### src/rtl/host_pwr_map.vh
// Constants for the host power and reset control block
`ifndef HOST_PWR_MAP_VH
`define HOST_PWR_MAP_VH

// ==========================================================================
// Timing
`define CLK_HZ         200000000
`define BAUD_RATE      115200
`define BIT_CYC        (`CLK_HZ / `BAUD_RATE)
`define HALF_CYC       (`BIT_CYC / 2)
`define PULSE_RESET    24'h989680

// ==========================================================================
// Register byte addresses
`define ADDR_CFG       8'h00
`define ADDR_BOOT      8'h04
`define ADDR_PULSE     8'h08
`define ADDR_WDOG      8'h0c
`define ADDR_STATUS    8'h10
`define ADDR_CMD       8'h14

// ==========================================================================
// Configuration byte fields
`define CFG_RESET      8'h00
`define CFG_PWR_INV    0
`define CFG_RST_INV    1
`define CFG_KEY_RST    4
`define CFG_KEY_ON     5
`define CFG_KEY_OFF    6
`define CFG_BLANK      7

// ==========================================================================
// Status and command fields
`define ST_HOST_ON     0
`define ST_PWR_BUSY    1
`define ST_RST_BUSY    2
`define ST_LINK_ERR    3
`define CMD_PWR        0
`define CMD_RST        1

// ==========================================================================
// Packet format
`define CMD_STORE      6'h04
`define CMD_ATX        6'h1c
`define TYPE_CMD       2'b00
`define TYPE_RESP      2'b01
`define TYPE_ERR       2'b11
`define MAX_LEN        8'h16
`define CRC_INIT       16'hffff
`define CRC_POLY       16'h8408
`define SYNC_RESET     4'h8

`endif

### src/rtl/host_power_reset_control.v
// Host supply sense, power and reset switch pulser with serial configuration link
//
// Strobed register access and the address map were decided locally.
`include "host_pwr_map.vh"

module host_power_reset_control (
  // Clock and reset
  input  wire        CORE_CLK_I,
  input  wire        ARST_N_I,
  // Register port
  input  wire [7:0]  REG_ADDR_I,
  input  wire [31:0] REG_WDATA_I,
  input  wire        REG_WR_I,
  input  wire        REG_RD_I,
  output reg  [31:0] REG_RDATA_O,
  // Serial host link
  input  wire        SER_RXD_I,
  output reg         SER_TXD_O,
  // Keypad and supply sense
  input  wire        KEY_POWER_I,
  input  wire        KEY_RESET_I,
  input  wire        HOST_PWR_SENSE_I,
  // Host switch lines and display blanking
  output wire        PWR_SW_O,
  output wire        PWR_SW_OE_O,
  output wire        RST_SW_O,
  output wire        RST_SW_OE_O,
  output reg         BLANK_DISPLAY_O
);

  localparam integer BIT_LAST_INT  = `BIT_CYC - 1;
  localparam integer HALF_LAST_INT = `HALF_CYC - 1;
  localparam [10:0]  BIT_LAST      = BIT_LAST_INT[10:0];
  localparam [10:0]  HALF_LAST     = HALF_LAST_INT[10:0];
  localparam [3:0]   SYNC_INIT     = `SYNC_RESET;

  localparam [3:0] RX_IDLE  = 4'b0001;
  localparam [3:0] RX_START = 4'b0010;
  localparam [3:0] RX_BITS  = 4'b0100;
  localparam [3:0] RX_STOP  = 4'b1000;

  localparam [4:0] P_TYPE = 5'b00001;
  localparam [4:0] P_LEN  = 5'b00010;
  localparam [4:0] P_DATA = 5'b00100;
  localparam [4:0] P_CRCL = 5'b01000;
  localparam [4:0] P_CRCH = 5'b10000;

  function [15:0] crc_byte;
    input [15:0] c;
    input [7:0]  d;
    integer      k;
    reg   [15:0] r;
    begin
      r = c ^ {8'h00, d};
      for (k = 0; k < 8; k = k + 1) begin
        r = r[0] ? ((r >> 1) ^ `CRC_POLY) : (r >> 1);
      end
      crc_byte = r;
    end
  endfunction

  // ==========================================================================
  // Input synchronisers: {rxd, reset key, power key, sense}
  wire [3:0] raw_in = {SER_RXD_I, KEY_RESET_I, KEY_POWER_I, HOST_PWR_SENSE_I};
  reg  [3:0] sync1;
  reg  [3:0] sync2;
  reg  [3:0] sync3;
  reg  [3:0] clean;
  reg  [3:0] clean_q;
  genvar g;
  generate
    for (g = 0; g < 4; g = g + 1) begin : sync_g
      always @(posedge CORE_CLK_I or negedge ARST_N_I) begin
        if (!ARST_N_I) begin
          sync1[g]   <= SYNC_INIT[g];
          sync2[g]   <= SYNC_INIT[g];
          sync3[g]   <= SYNC_INIT[g];
          clean[g]   <= SYNC_INIT[g];
          clean_q[g] <= SYNC_INIT[g];
        end else begin
          sync1[g]   <= raw_in[g];
          sync2[g]   <= sync1[g];
          sync3[g]   <= sync2[g];
          if (sync2[g] == sync3[g]) begin
            clean[g] <= sync3[g];
          end
          clean_q[g] <= clean[g];
        end
      end
    end
  endgenerate

  wire host_on  = clean[0];
  wire rxd      = clean[3];
  wire kp_rise  = clean[1] & ~clean_q[1];
  wire kr_rise  = clean[2] & ~clean_q[2];

  // ==========================================================================
  // Serial receiver, 8 data bits, no parity, one stop bit
  reg [3:0]  rx_st;
  reg [10:0] rx_cnt;
  reg [2:0]  rx_n;
  reg [7:0]  rx_sh;
  reg        rx_valid;

  always @(posedge CORE_CLK_I or negedge ARST_N_I) begin
    if (!ARST_N_I) begin
      rx_st    <= RX_IDLE;
      rx_cnt   <= 11'h000;
      rx_n     <= 3'h0;
      rx_sh    <= 8'h00;
      rx_valid <= 1'b0;
    end else begin
      rx_valid <= 1'b0;
      if (rx_cnt != 11'h000) begin
        rx_cnt <= rx_cnt - 11'h001;
      end else begin
        case (rx_st)
          RX_IDLE: begin
            if (!rxd) begin
              rx_st  <= RX_START;
              rx_cnt <= HALF_LAST;
            end
          end
          RX_START: begin
            rx_st  <= rxd ? RX_IDLE : RX_BITS;
            rx_cnt <= BIT_LAST;
            rx_n   <= 3'h0;
          end
          RX_BITS: begin
            rx_sh  <= {rxd, rx_sh[7:1]};
            rx_cnt <= BIT_LAST;
            rx_n   <= rx_n + 3'h1;
            if (rx_n == 3'h7) begin
              rx_st <= RX_STOP;
            end
          end
          RX_STOP: begin
            rx_valid <= rxd;
            rx_st    <= RX_IDLE;
          end
          default: rx_st <= RX_IDLE;
        endcase
      end
    end
  end

  // ==========================================================================
  // Packet parser
  reg [4:0]  p_st;
  reg [7:0]  p_type;
  reg [7:0]  p_len;
  reg [7:0]  p_cnt;
  reg [7:0]  p_d0;
  reg [7:0]  p_crcl;
  reg [15:0] p_crc;
  reg        pkt_done;
  reg        pkt_bad;

  always @(posedge CORE_CLK_I or negedge ARST_N_I) begin
    if (!ARST_N_I) begin
      p_st     <= P_TYPE;
      p_type   <= 8'h00;
      p_len    <= 8'h00;
      p_cnt    <= 8'h00;
      p_d0     <= 8'h00;
      p_crcl   <= 8'h00;
      p_crc    <= `CRC_INIT;
      pkt_done <= 1'b0;
      pkt_bad  <= 1'b0;
    end else begin
      pkt_done <= 1'b0;
      pkt_bad  <= 1'b0;
      if (rx_valid) begin
        case (p_st)
          P_TYPE: begin
            p_type <= rx_sh;
            p_crc  <= crc_byte(`CRC_INIT, rx_sh);
            p_st   <= P_LEN;
          end
          P_LEN: begin
            p_len <= rx_sh;
            p_cnt <= 8'h00;
            p_crc <= crc_byte(p_crc, rx_sh);
            if (rx_sh > `MAX_LEN) begin
              p_st    <= P_TYPE;
              pkt_bad <= 1'b1;
            end else begin
              p_st <= (rx_sh == 8'h00) ? P_CRCL : P_DATA;
            end
          end
          P_DATA: begin
            if (p_cnt == 8'h00) begin
              p_d0 <= rx_sh;
            end
            p_cnt <= p_cnt + 8'h01;
            p_crc <= crc_byte(p_crc, rx_sh);
            if (p_cnt + 8'h01 == p_len) begin
              p_st <= P_CRCL;
            end
          end
          P_CRCL: begin
            p_crcl <= rx_sh;
            p_st   <= P_CRCH;
          end
          P_CRCH: begin
            p_st <= P_TYPE;
            if ({rx_sh, p_crcl} == ~p_crc) begin
              pkt_done <= 1'b1;
            end else begin
              pkt_bad <= 1'b1;
            end
          end
          default: p_st <= P_TYPE;
        endcase
      end
    end
  end

  wire [5:0] p_code   = p_type[5:0];
  wire       is_cmd   = p_type[7:6] == `TYPE_CMD;
  wire       do_atx   = is_cmd && p_code == `CMD_ATX && p_len == 8'h01;
  wire       do_store = is_cmd && p_code == `CMD_STORE && p_len == 8'h00;

  // ==========================================================================
  // Answer transmitter: type, zero length, check low, check high
  reg        resp_busy;
  reg [7:0]  resp_type;
  reg [15:0] resp_crc;
  reg [1:0]  resp_idx;
  reg [9:0]  tx_sh;
  reg [3:0]  tx_bits;
  reg [10:0] tx_cnt;
  reg [7:0]  tx_byte;

  always @* begin
    case (resp_idx)
      2'h0:    tx_byte = resp_type;
      2'h1:    tx_byte = 8'h00;
      2'h2:    tx_byte = resp_crc[7:0];
      default: tx_byte = resp_crc[15:8];
    endcase
  end

  wire [7:0] next_resp_type = {(do_atx | do_store) ? `TYPE_RESP : `TYPE_ERR, p_code};

  always @(posedge CORE_CLK_I or negedge ARST_N_I) begin
    if (!ARST_N_I) begin
      resp_busy <= 1'b0;
      resp_type <= 8'h00;
      resp_crc  <= 16'h0000;
      resp_idx  <= 2'h0;
      tx_sh     <= 10'h3ff;
      tx_bits   <= 4'h0;
      tx_cnt    <= 11'h000;
      SER_TXD_O <= 1'b1;
    end else begin
      SER_TXD_O <= tx_sh[0];
      if (pkt_done && !resp_busy) begin
        resp_busy <= 1'b1;
        resp_type <= next_resp_type;
        resp_crc  <= ~crc_byte(crc_byte(`CRC_INIT, next_resp_type), 8'h00);
        resp_idx  <= 2'h0;
      end
      if (tx_bits != 4'h0) begin
        if (tx_cnt != 11'h000) begin
          tx_cnt <= tx_cnt - 11'h001;
        end else begin
          tx_sh   <= {1'b1, tx_sh[9:1]};
          tx_bits <= tx_bits - 4'h1;
          tx_cnt  <= BIT_LAST;
        end
      end else if (resp_busy) begin
        tx_sh    <= {1'b1, tx_byte, 1'b0};
        tx_bits  <= 4'ha;
        tx_cnt   <= BIT_LAST;
        resp_idx <= resp_idx + 2'h1;
        if (resp_idx == 2'h3) begin
          resp_busy <= 1'b0;
        end
      end
    end
  end

  // ==========================================================================
  // Registers, watchdog and pulse requests
  reg [7:0]  cfg;
  reg [7:0]  boot_cfg;
  reg [23:0] pulse_len;
  reg [31:0] wdog_cnt;
  reg        link_err;
  reg        sw_pwr;
  reg        sw_rst;
  wire [1:0] busy;

  wire wr_cfg  = REG_WR_I && REG_ADDR_I == `ADDR_CFG;
  wire wr_cmd  = REG_WR_I && REG_ADDR_I == `ADDR_CMD;
  wire wdog_fire = wdog_cnt == 32'h0000_0001;
  wire pwr_req = sw_pwr || (kp_rise && (host_on ? cfg[`CFG_KEY_OFF] : cfg[`CFG_KEY_ON]));
  wire rst_req = sw_rst || wdog_fire || (kr_rise && host_on && cfg[`CFG_KEY_RST]);

  always @(posedge CORE_CLK_I or negedge ARST_N_I) begin
    if (!ARST_N_I) begin
      cfg             <= `CFG_RESET;
      boot_cfg        <= `CFG_RESET;
      pulse_len       <= `PULSE_RESET;
      wdog_cnt        <= 32'h0000_0000;
      link_err        <= 1'b0;
      sw_pwr          <= 1'b0;
      sw_rst          <= 1'b0;
      BLANK_DISPLAY_O <= 1'b0;
      REG_RDATA_O     <= 32'h0000_0000;
    end else begin
      if (pkt_done && do_atx) begin
        cfg <= p_d0;
      end else if (wr_cfg) begin
        cfg <= REG_WDATA_I[7:0];
      end
      if (pkt_done && do_store) begin
        boot_cfg <= cfg;
      end
      if (REG_WR_I && REG_ADDR_I == `ADDR_PULSE) begin
        pulse_len <= REG_WDATA_I[23:0];
      end
      if (REG_WR_I && REG_ADDR_I == `ADDR_WDOG) begin
        wdog_cnt <= REG_WDATA_I;
      end else if (wdog_cnt != 32'h0000_0000) begin
        wdog_cnt <= wdog_cnt - 32'h0000_0001;
      end
      if (pkt_bad) begin
        link_err <= 1'b1;
      end else if (REG_WR_I && REG_ADDR_I == `ADDR_STATUS && REG_WDATA_I[`ST_LINK_ERR]) begin
        link_err <= 1'b0;
      end
      sw_pwr <= wr_cmd && REG_WDATA_I[`CMD_PWR];
      sw_rst <= wr_cmd && REG_WDATA_I[`CMD_RST];
      BLANK_DISPLAY_O <= cfg[`CFG_BLANK] && !host_on;
      if (REG_RD_I) begin
        case (REG_ADDR_I)
          `ADDR_CFG:    REG_RDATA_O <= {24'h000000, cfg};
          `ADDR_BOOT:   REG_RDATA_O <= {24'h000000, boot_cfg};
          `ADDR_PULSE:  REG_RDATA_O <= {8'h00, pulse_len};
          `ADDR_WDOG:   REG_RDATA_O <= wdog_cnt;
          `ADDR_STATUS: REG_RDATA_O <= {28'h0000000, link_err, busy[1], busy[0], host_on};
          default:      REG_RDATA_O <= 32'h0000_0000;
        endcase
      end else begin
        REG_RDATA_O <= 32'h0000_0000;
      end
    end
  end

  // ==========================================================================
  // Switch pulse channels: 0 power, 1 reset
  wire [1:0] req = {rst_req, pwr_req};
  wire [1:0] inv = {cfg[`CFG_RST_INV], cfg[`CFG_PWR_INV]};
  generate
    for (g = 0; g < 2; g = g + 1) begin : pch
      reg [23:0] cnt;
      reg        oe;
      reg        lvl;
      always @(posedge CORE_CLK_I or negedge ARST_N_I) begin
        if (!ARST_N_I) begin
          cnt <= 24'h000000;
          oe  <= 1'b0;
          lvl <= 1'b0;
        end else if (req[g] && !oe) begin
          cnt <= pulse_len;
          oe  <= 1'b1;
          lvl <= inv[g];
        end else if (oe) begin
          if (cnt <= 24'h000001) begin
            oe <= 1'b0;
          end
          cnt <= (cnt == 24'h000000) ? cnt : cnt - 24'h000001;
        end
      end
      assign busy[g] = oe;
    end
  endgenerate

  assign PWR_SW_O    = pch[0].lvl;
  assign PWR_SW_OE_O = pch[0].oe;
  assign RST_SW_O    = pch[1].lvl;
  assign RST_SW_OE_O = pch[1].oe;

endmodule // host_power_reset_control

### config.mk
export PLATFORM = sky130hd
export DESIGN_NAME = host_power_reset_control
export DESIGN_NICKNAME = d
export VERILOG_FILES = /design/src/rtl/host_power_reset_control.v
export VERILOG_INCLUDE_DIRS = /design/src /design/src/rtl
export SDC_FILE = /design/constraint.sdc
export NUM_CORES = 1
export LEC_CHECK = 0
export ABC_AREA = 1
export BUFFER_PORTS_ARGS = -buffer_cell sky130_fd_sc_hd__buf_2
export CORE_MARGIN = 4
export CORE_UTILIZATION = 30
export DETAILED_ROUTE_END_ITERATION = 10
export PLACE_DENSITY = 0.43
export SLEW_MARGIN = 20
export SYNTH_ARGS = -nofsm -noshare
export SYNTH_HDL_FRONTEND = slang
export SYNTH_SLANG_ARGS = --single-unit
### constraint.sdc
create_clock -name CORE_CLK_I -period 4.6 [get_ports CORE_CLK_I]
set_input_delay 0.69 -clock CORE_CLK_I [delete_from_list [all_inputs] [get_ports CORE_CLK_I]]
set_output_delay 0.69 -clock CORE_CLK_I [all_outputs]
set_load 0.01 [all_outputs]
==> metrics.md <==
| Metric | Value |
|---|---|
| Outcome | `completed` |
| Time the final worst path needs with I/O delays and setup | `2.637 ns` |
| Overall die width | `242.8 um` |
| Area Overhead vs Synth | `14.51%` |
| Number of buffers between clock root and the deepest sink | `3` |
| Share of flip-flops with an asynchronous set or reset after synthesis | `100.0%` |
| Sequential cell area | `0.008058 mm2` |
| Compound-cell area share of the yosys netlist | `11.43%` |
| Worst clock skew | `0.01411 ns` |
| Sort of element at the start of the critical path | `flip-flop` |
| Most frequent standard cell in the layout excluding fill and tap cells | `sky130_fd_sc_hd__nand2_1` |
| Largest net degree at the start of global routing | `102` |
| Total congestion overflow | `0` |
| TritonCTS buffer count | `40` |
| Via count | `13520` |
| Post-synth top flop | `sky130_fd_sc_hd__dfrtp_1` |
| DIE HEIGHT | `242.8 um` |
| Number of violations reported at the end of detailed-routing iteration 0 | `1144` |
| Post-Synthesis Mean Instance Area | `8.175 um2` |
| Clk_lat worst skew | `0.56 ns` |
| Internal power of the cells | `5.478 mW` |
| Number of H-tree branching levels | `2` |
| Switching power as a share of total power | `31.66%` |
| Count of antenna diodes in the layout | `0` |
| Simple-gate area share of the yosys netlist | `24.76%` |
| HPWL Detailed | `35590 um` |
| Setup TNS | `0 ns` |
| Part of the total power dissipated in sequential elements | `42.4%` |
| Total setup violations reported at the end of the flow | `0` |
| Max-capacitance violation count | `0` |
| R2r setup slk | `1.96 ns` |
| Hold Crit Class | `in2async` |
| Post-route DRC violation count | `0` |
| Pwr/cell area | `423.3 mW/mm2` |
| Arr. time, crit path | `3.12 ns` |
| Most frequent cells in the layout | `sky130_fd_sc_hd__nand2_1 (495), sky130_fd_sc_hd__dfrtp_1 (280), sky130_fd_sc_hd__inv_1 (231), sky130_fd_sc_hd__nor2_1 (207), sky130_fd_sc_hd__o21ai_0 (153)` |
| Detail Route Antenna Nets | `0` |
| Number of search-and-repair iterations in the first detailed-routing pass | `5` |
| Cell at the root of the clock tree | `sky130_fd_sc_hd__clkbuf_16` |
| Highest achievable clock rate | `0.3792 GHz` |
| Final hold viol count | `0` |
| Ys Warns | `0` |
| Pins Over Slew Limit | `0` |
| Multiplexer share of the synthesized area | `0.1967%` |
| Final cycle utilization of the critical path | `57.33%` |
| Largest family of logic cells by synthesized area | `simple AND/OR/NAND/NOR gates` |
| Area of the core | `0.05424 mm2` |
| EDFF count, synth | `0` |
| Clock transition at the registers of the reported paths | `0.06 ns` |
| Number of gates resized after CTS | `0` |
| Library cells used by synthesis | `60` |
| Fraction of the yosys area taken by sequential cells | `48.72%` |
| Number of storage elements in the synthesis netlist | `320` |
| Wire length of the first global-routing pass | `77560 um` |
| Normalized max-slew margin | `42.91%` |
| Total number of clock tree sinks | `320` |
| Port Buffer Count | `85` |
| Combined area of the multi-input logic cells | `0.007258 mm2` |
| Post-CTS Setup Bufs | `0` |
| Die Area | `0.05895 mm2` |
| Mapped Area | `0.01654 mm2` |
| Synthesized-area fraction occupied by adder cells | `1.831%` |
| Net switching power | `2.538 mW` |
| Setup crit end kind | `flip-flop` |
| Max FO, Critical Path | `13` |
| Number of filler cells placed in the layout | `5695` |
| Required time at the endpoint of the critical path | `5.08 ns` |
| Final standard cell utilization of the core | `34.92%` |
| Post-synth net total | `2092` |
| Largest cells by area after synthesis | `sky130_fd_sc_hd__dfrtp_1 (42%), sky130_fd_sc_hd__nand2_1 (11%), sky130_fd_sc_hd__dfstp_2 (6.4%)` |
| Relative contribution of the clock network to total power | `38.3%` |
| Layout cell share with drive strength beyond 1 | `12.46%` |
| Leakage component of the power | `8.807 nW` |
| Transition time of the tightest slew-check pin | `0.8564 ns` |
| Number of buffers inserted for hold repair after clock tree synthesis | `0` |
| TritonCTS clock tree | `built` |
| Xor and xnor area share after synthesis | `5.667%` |
| Critical path type | `reg2reg` |
| Final weighted congestion in routability-driven placement | `0.8531` |
| Antenna violations before repair | `0` |
| Area leader, netlist | `sky130_fd_sc_hd__dfrtp_1` |
| Post-layout net count | `2175` |
| Worst voltage drop across the vdd grid | `0.2807 mV` |
| Unrepaired setup endpoints after global routing | `false` |
| Via count of the first global-routing pass | `13460` |
| GR Util All Layers | `16.31%` |
| Total wirelength of the detailed-routed design | `48530 um` |
| Cell count after synthesis | `2023` |
| Starting density of the core | `30.49%` |
| Wire length per cell | `17.14 um` |
| Count of pins on the block boundary | `86` |
| Cell Rows | `85` |
| Per-cell via count in the routed design | `4.775` |
| Combinational cell fraction of total power | `19.3%` |
| Share of Yosys cell area claimed by the top area cell type | `42.37%` |
synthesized netlist by cell type (4+ instances only):
library cell               count
sky130_fd_sc_hd__buf_4         4
sky130_fd_sc_hd__nor2_2       11
sky130_fd_sc_hd__dfrtp_1     280
sky130_fd_sc_hd__o211ai_1     19
sky130_fd_sc_hd__o21ai_0     153
sky130_fd_sc_hd__a22oi_1       6
sky130_fd_sc_hd__nor2_4        7
sky130_fd_sc_hd__o31ai_1       5
sky130_fd_sc_hd__nand3b_1      5
sky130_fd_sc_hd__nand3_1     132
sky130_fd_sc_hd__nand4_1      28
sky130_fd_sc_hd__dfstp_2      40
sky130_fd_sc_hd__nor2_1      207
sky130_fd_sc_hd__a21oi_1      50
sky130_fd_sc_hd__buf_2        27
sky130_fd_sc_hd__maj3_1        4
sky130_fd_sc_hd__clkbuf_1     14
sky130_fd_sc_hd__nor3_1       15
sky130_fd_sc_hd__o21ai_1      30
sky130_fd_sc_hd__xnor2_1      44
sky130_fd_sc_hd__inv_2        17
sky130_fd_sc_hd__a41oi_1       4
sky130_fd_sc_hd__o221ai_1     16
sky130_fd_sc_hd__nand2_2      15
sky130_fd_sc_hd__inv_1       231
sky130_fd_sc_hd__nor4_1        7
sky130_fd_sc_hd__xor2_1       63
sky130_fd_sc_hd__nand2_1     495
sky130_fd_sc_hd__ha_1         21
sky130_fd_sc_hd__buf_6         4
sky130_fd_sc_hd__o22ai_1      20
cell families (layout without fill, tap and decap cells):
family	Yosys count	count (layout)
buffers and inverters	302	414
AOI/OAI and AO/OA	327	327
xor gates and xnor gates	107	107
muxes	3	3
and+or+nand+nor	939	939
adders and majority gates	25	25
DFF	320	320
through the flow:
stage	setup WS, ns	power (mW)	hold WS [ns]	cell area [um2]	cells
floorplan	2.707	4.493	0.3312	16540	2023
global placement	1.899	4.983	0.3393	17660	2760
detailed placement	1.849	4.992	0.3412	17660	2760
CTS	1.969	8.136	0.1964	18940	2831
global route	1.637	8.508	0.2058	18940	2831
finish	1.963	8.016	0.1871	18940	2831
sequential cells by signal, summed over array words and instances, names as in the netlist, 5 cells and up:
| name | flops |
|---|---|
| cfg | 8 |
| tx_sh | 9 |
| boot_cfg | 8 |
| tx_cnt | 11 |
| rx_sh | 8 |
| p_cnt | 8 |
| pch.cnt | 48 |
| p_st | 5 |
| wdog_cnt | 32 |
| p_len | 8 |
| p_crc | 16 |
| pulse_len | 24 |
| p_d0 | 8 |
| REG_RDATA_O | 32 |
| p_type | 8 |
| resp_crc | 16 |
| resp_type | 8 |
| p_crcl | 8 |
| rx_cnt | 11 |
critical path, cell delays in order, from the launching register on:
cell,delay (ns)
sky130_fd_sc_hd__dfrtp_1,0.39
sky130_fd_sc_hd__inv_1,0.08
sky130_fd_sc_hd__nand2_1,0.12
sky130_fd_sc_hd__nor2_1,0.11
sky130_fd_sc_hd__nand3_1,0.10
sky130_fd_sc_hd__nor2_1,0.56
sky130_fd_sc_hd__inv_2,0.18
sky130_fd_sc_hd__nand2_1,0.41
sky130_fd_sc_hd__buf_4,0.24
sky130_fd_sc_hd__inv_1,0.10
sky130_fd_sc_hd__nor2_2,0.13
sky130_fd_sc_hd__nand2_1,0.06
sky130_fd_sc_hd__o21ai_1,0.07
power groups by stage:
stage          clock network (mW)  registers (mW)  logic, mW
2_1_floorplan                   0            3.35       1.14
3_3_place_gp                    0            3.44       1.54
3_5_place_dp                    0            3.44       1.55
4_1_cts                      3.18            3.39       1.56
5_1_grt                      3.29            3.43       1.78
6_report                     3.07            3.40       1.55
final cells by class:
class                           count  area share, %
Inverter                          251          5.021
Sequential cell                   320          42.55
Clock inverter                      9         0.3700
Multi-Input combinational cell   1401          38.33
Timing Repair Buffer               92          2.775
Tap cell                          696          4.598
Clock buffer                       62          6.362
path summary, 6_finish.rpt:
kind | from | to | cells after the start
worst min register to register | sync1[2] | sync2[2] | 0
worst min-delay path | ARST_N_I | rx_cnt[6] | 1
worst max register to register | p_st[3] | p_crc[12] | 12
max in group asynchronous | ARST_N_I | pulse_len[20] | 2
worst max-delay path | p_st[3] | p_crc[12] | 12
min in group CORE_CLK_I | SER_RXD_I | sync1[3] | 1
metal layers:
metal,routed length (um),up-vias,GRT usage (%)
met5,0,-,0
met4,768,0,3.480
met3,1975,49,2.616
met2,21190,252,24.56
met1,24600,6497,24.69
li1,-,6721,-
(Power assumes the default switching activity.)
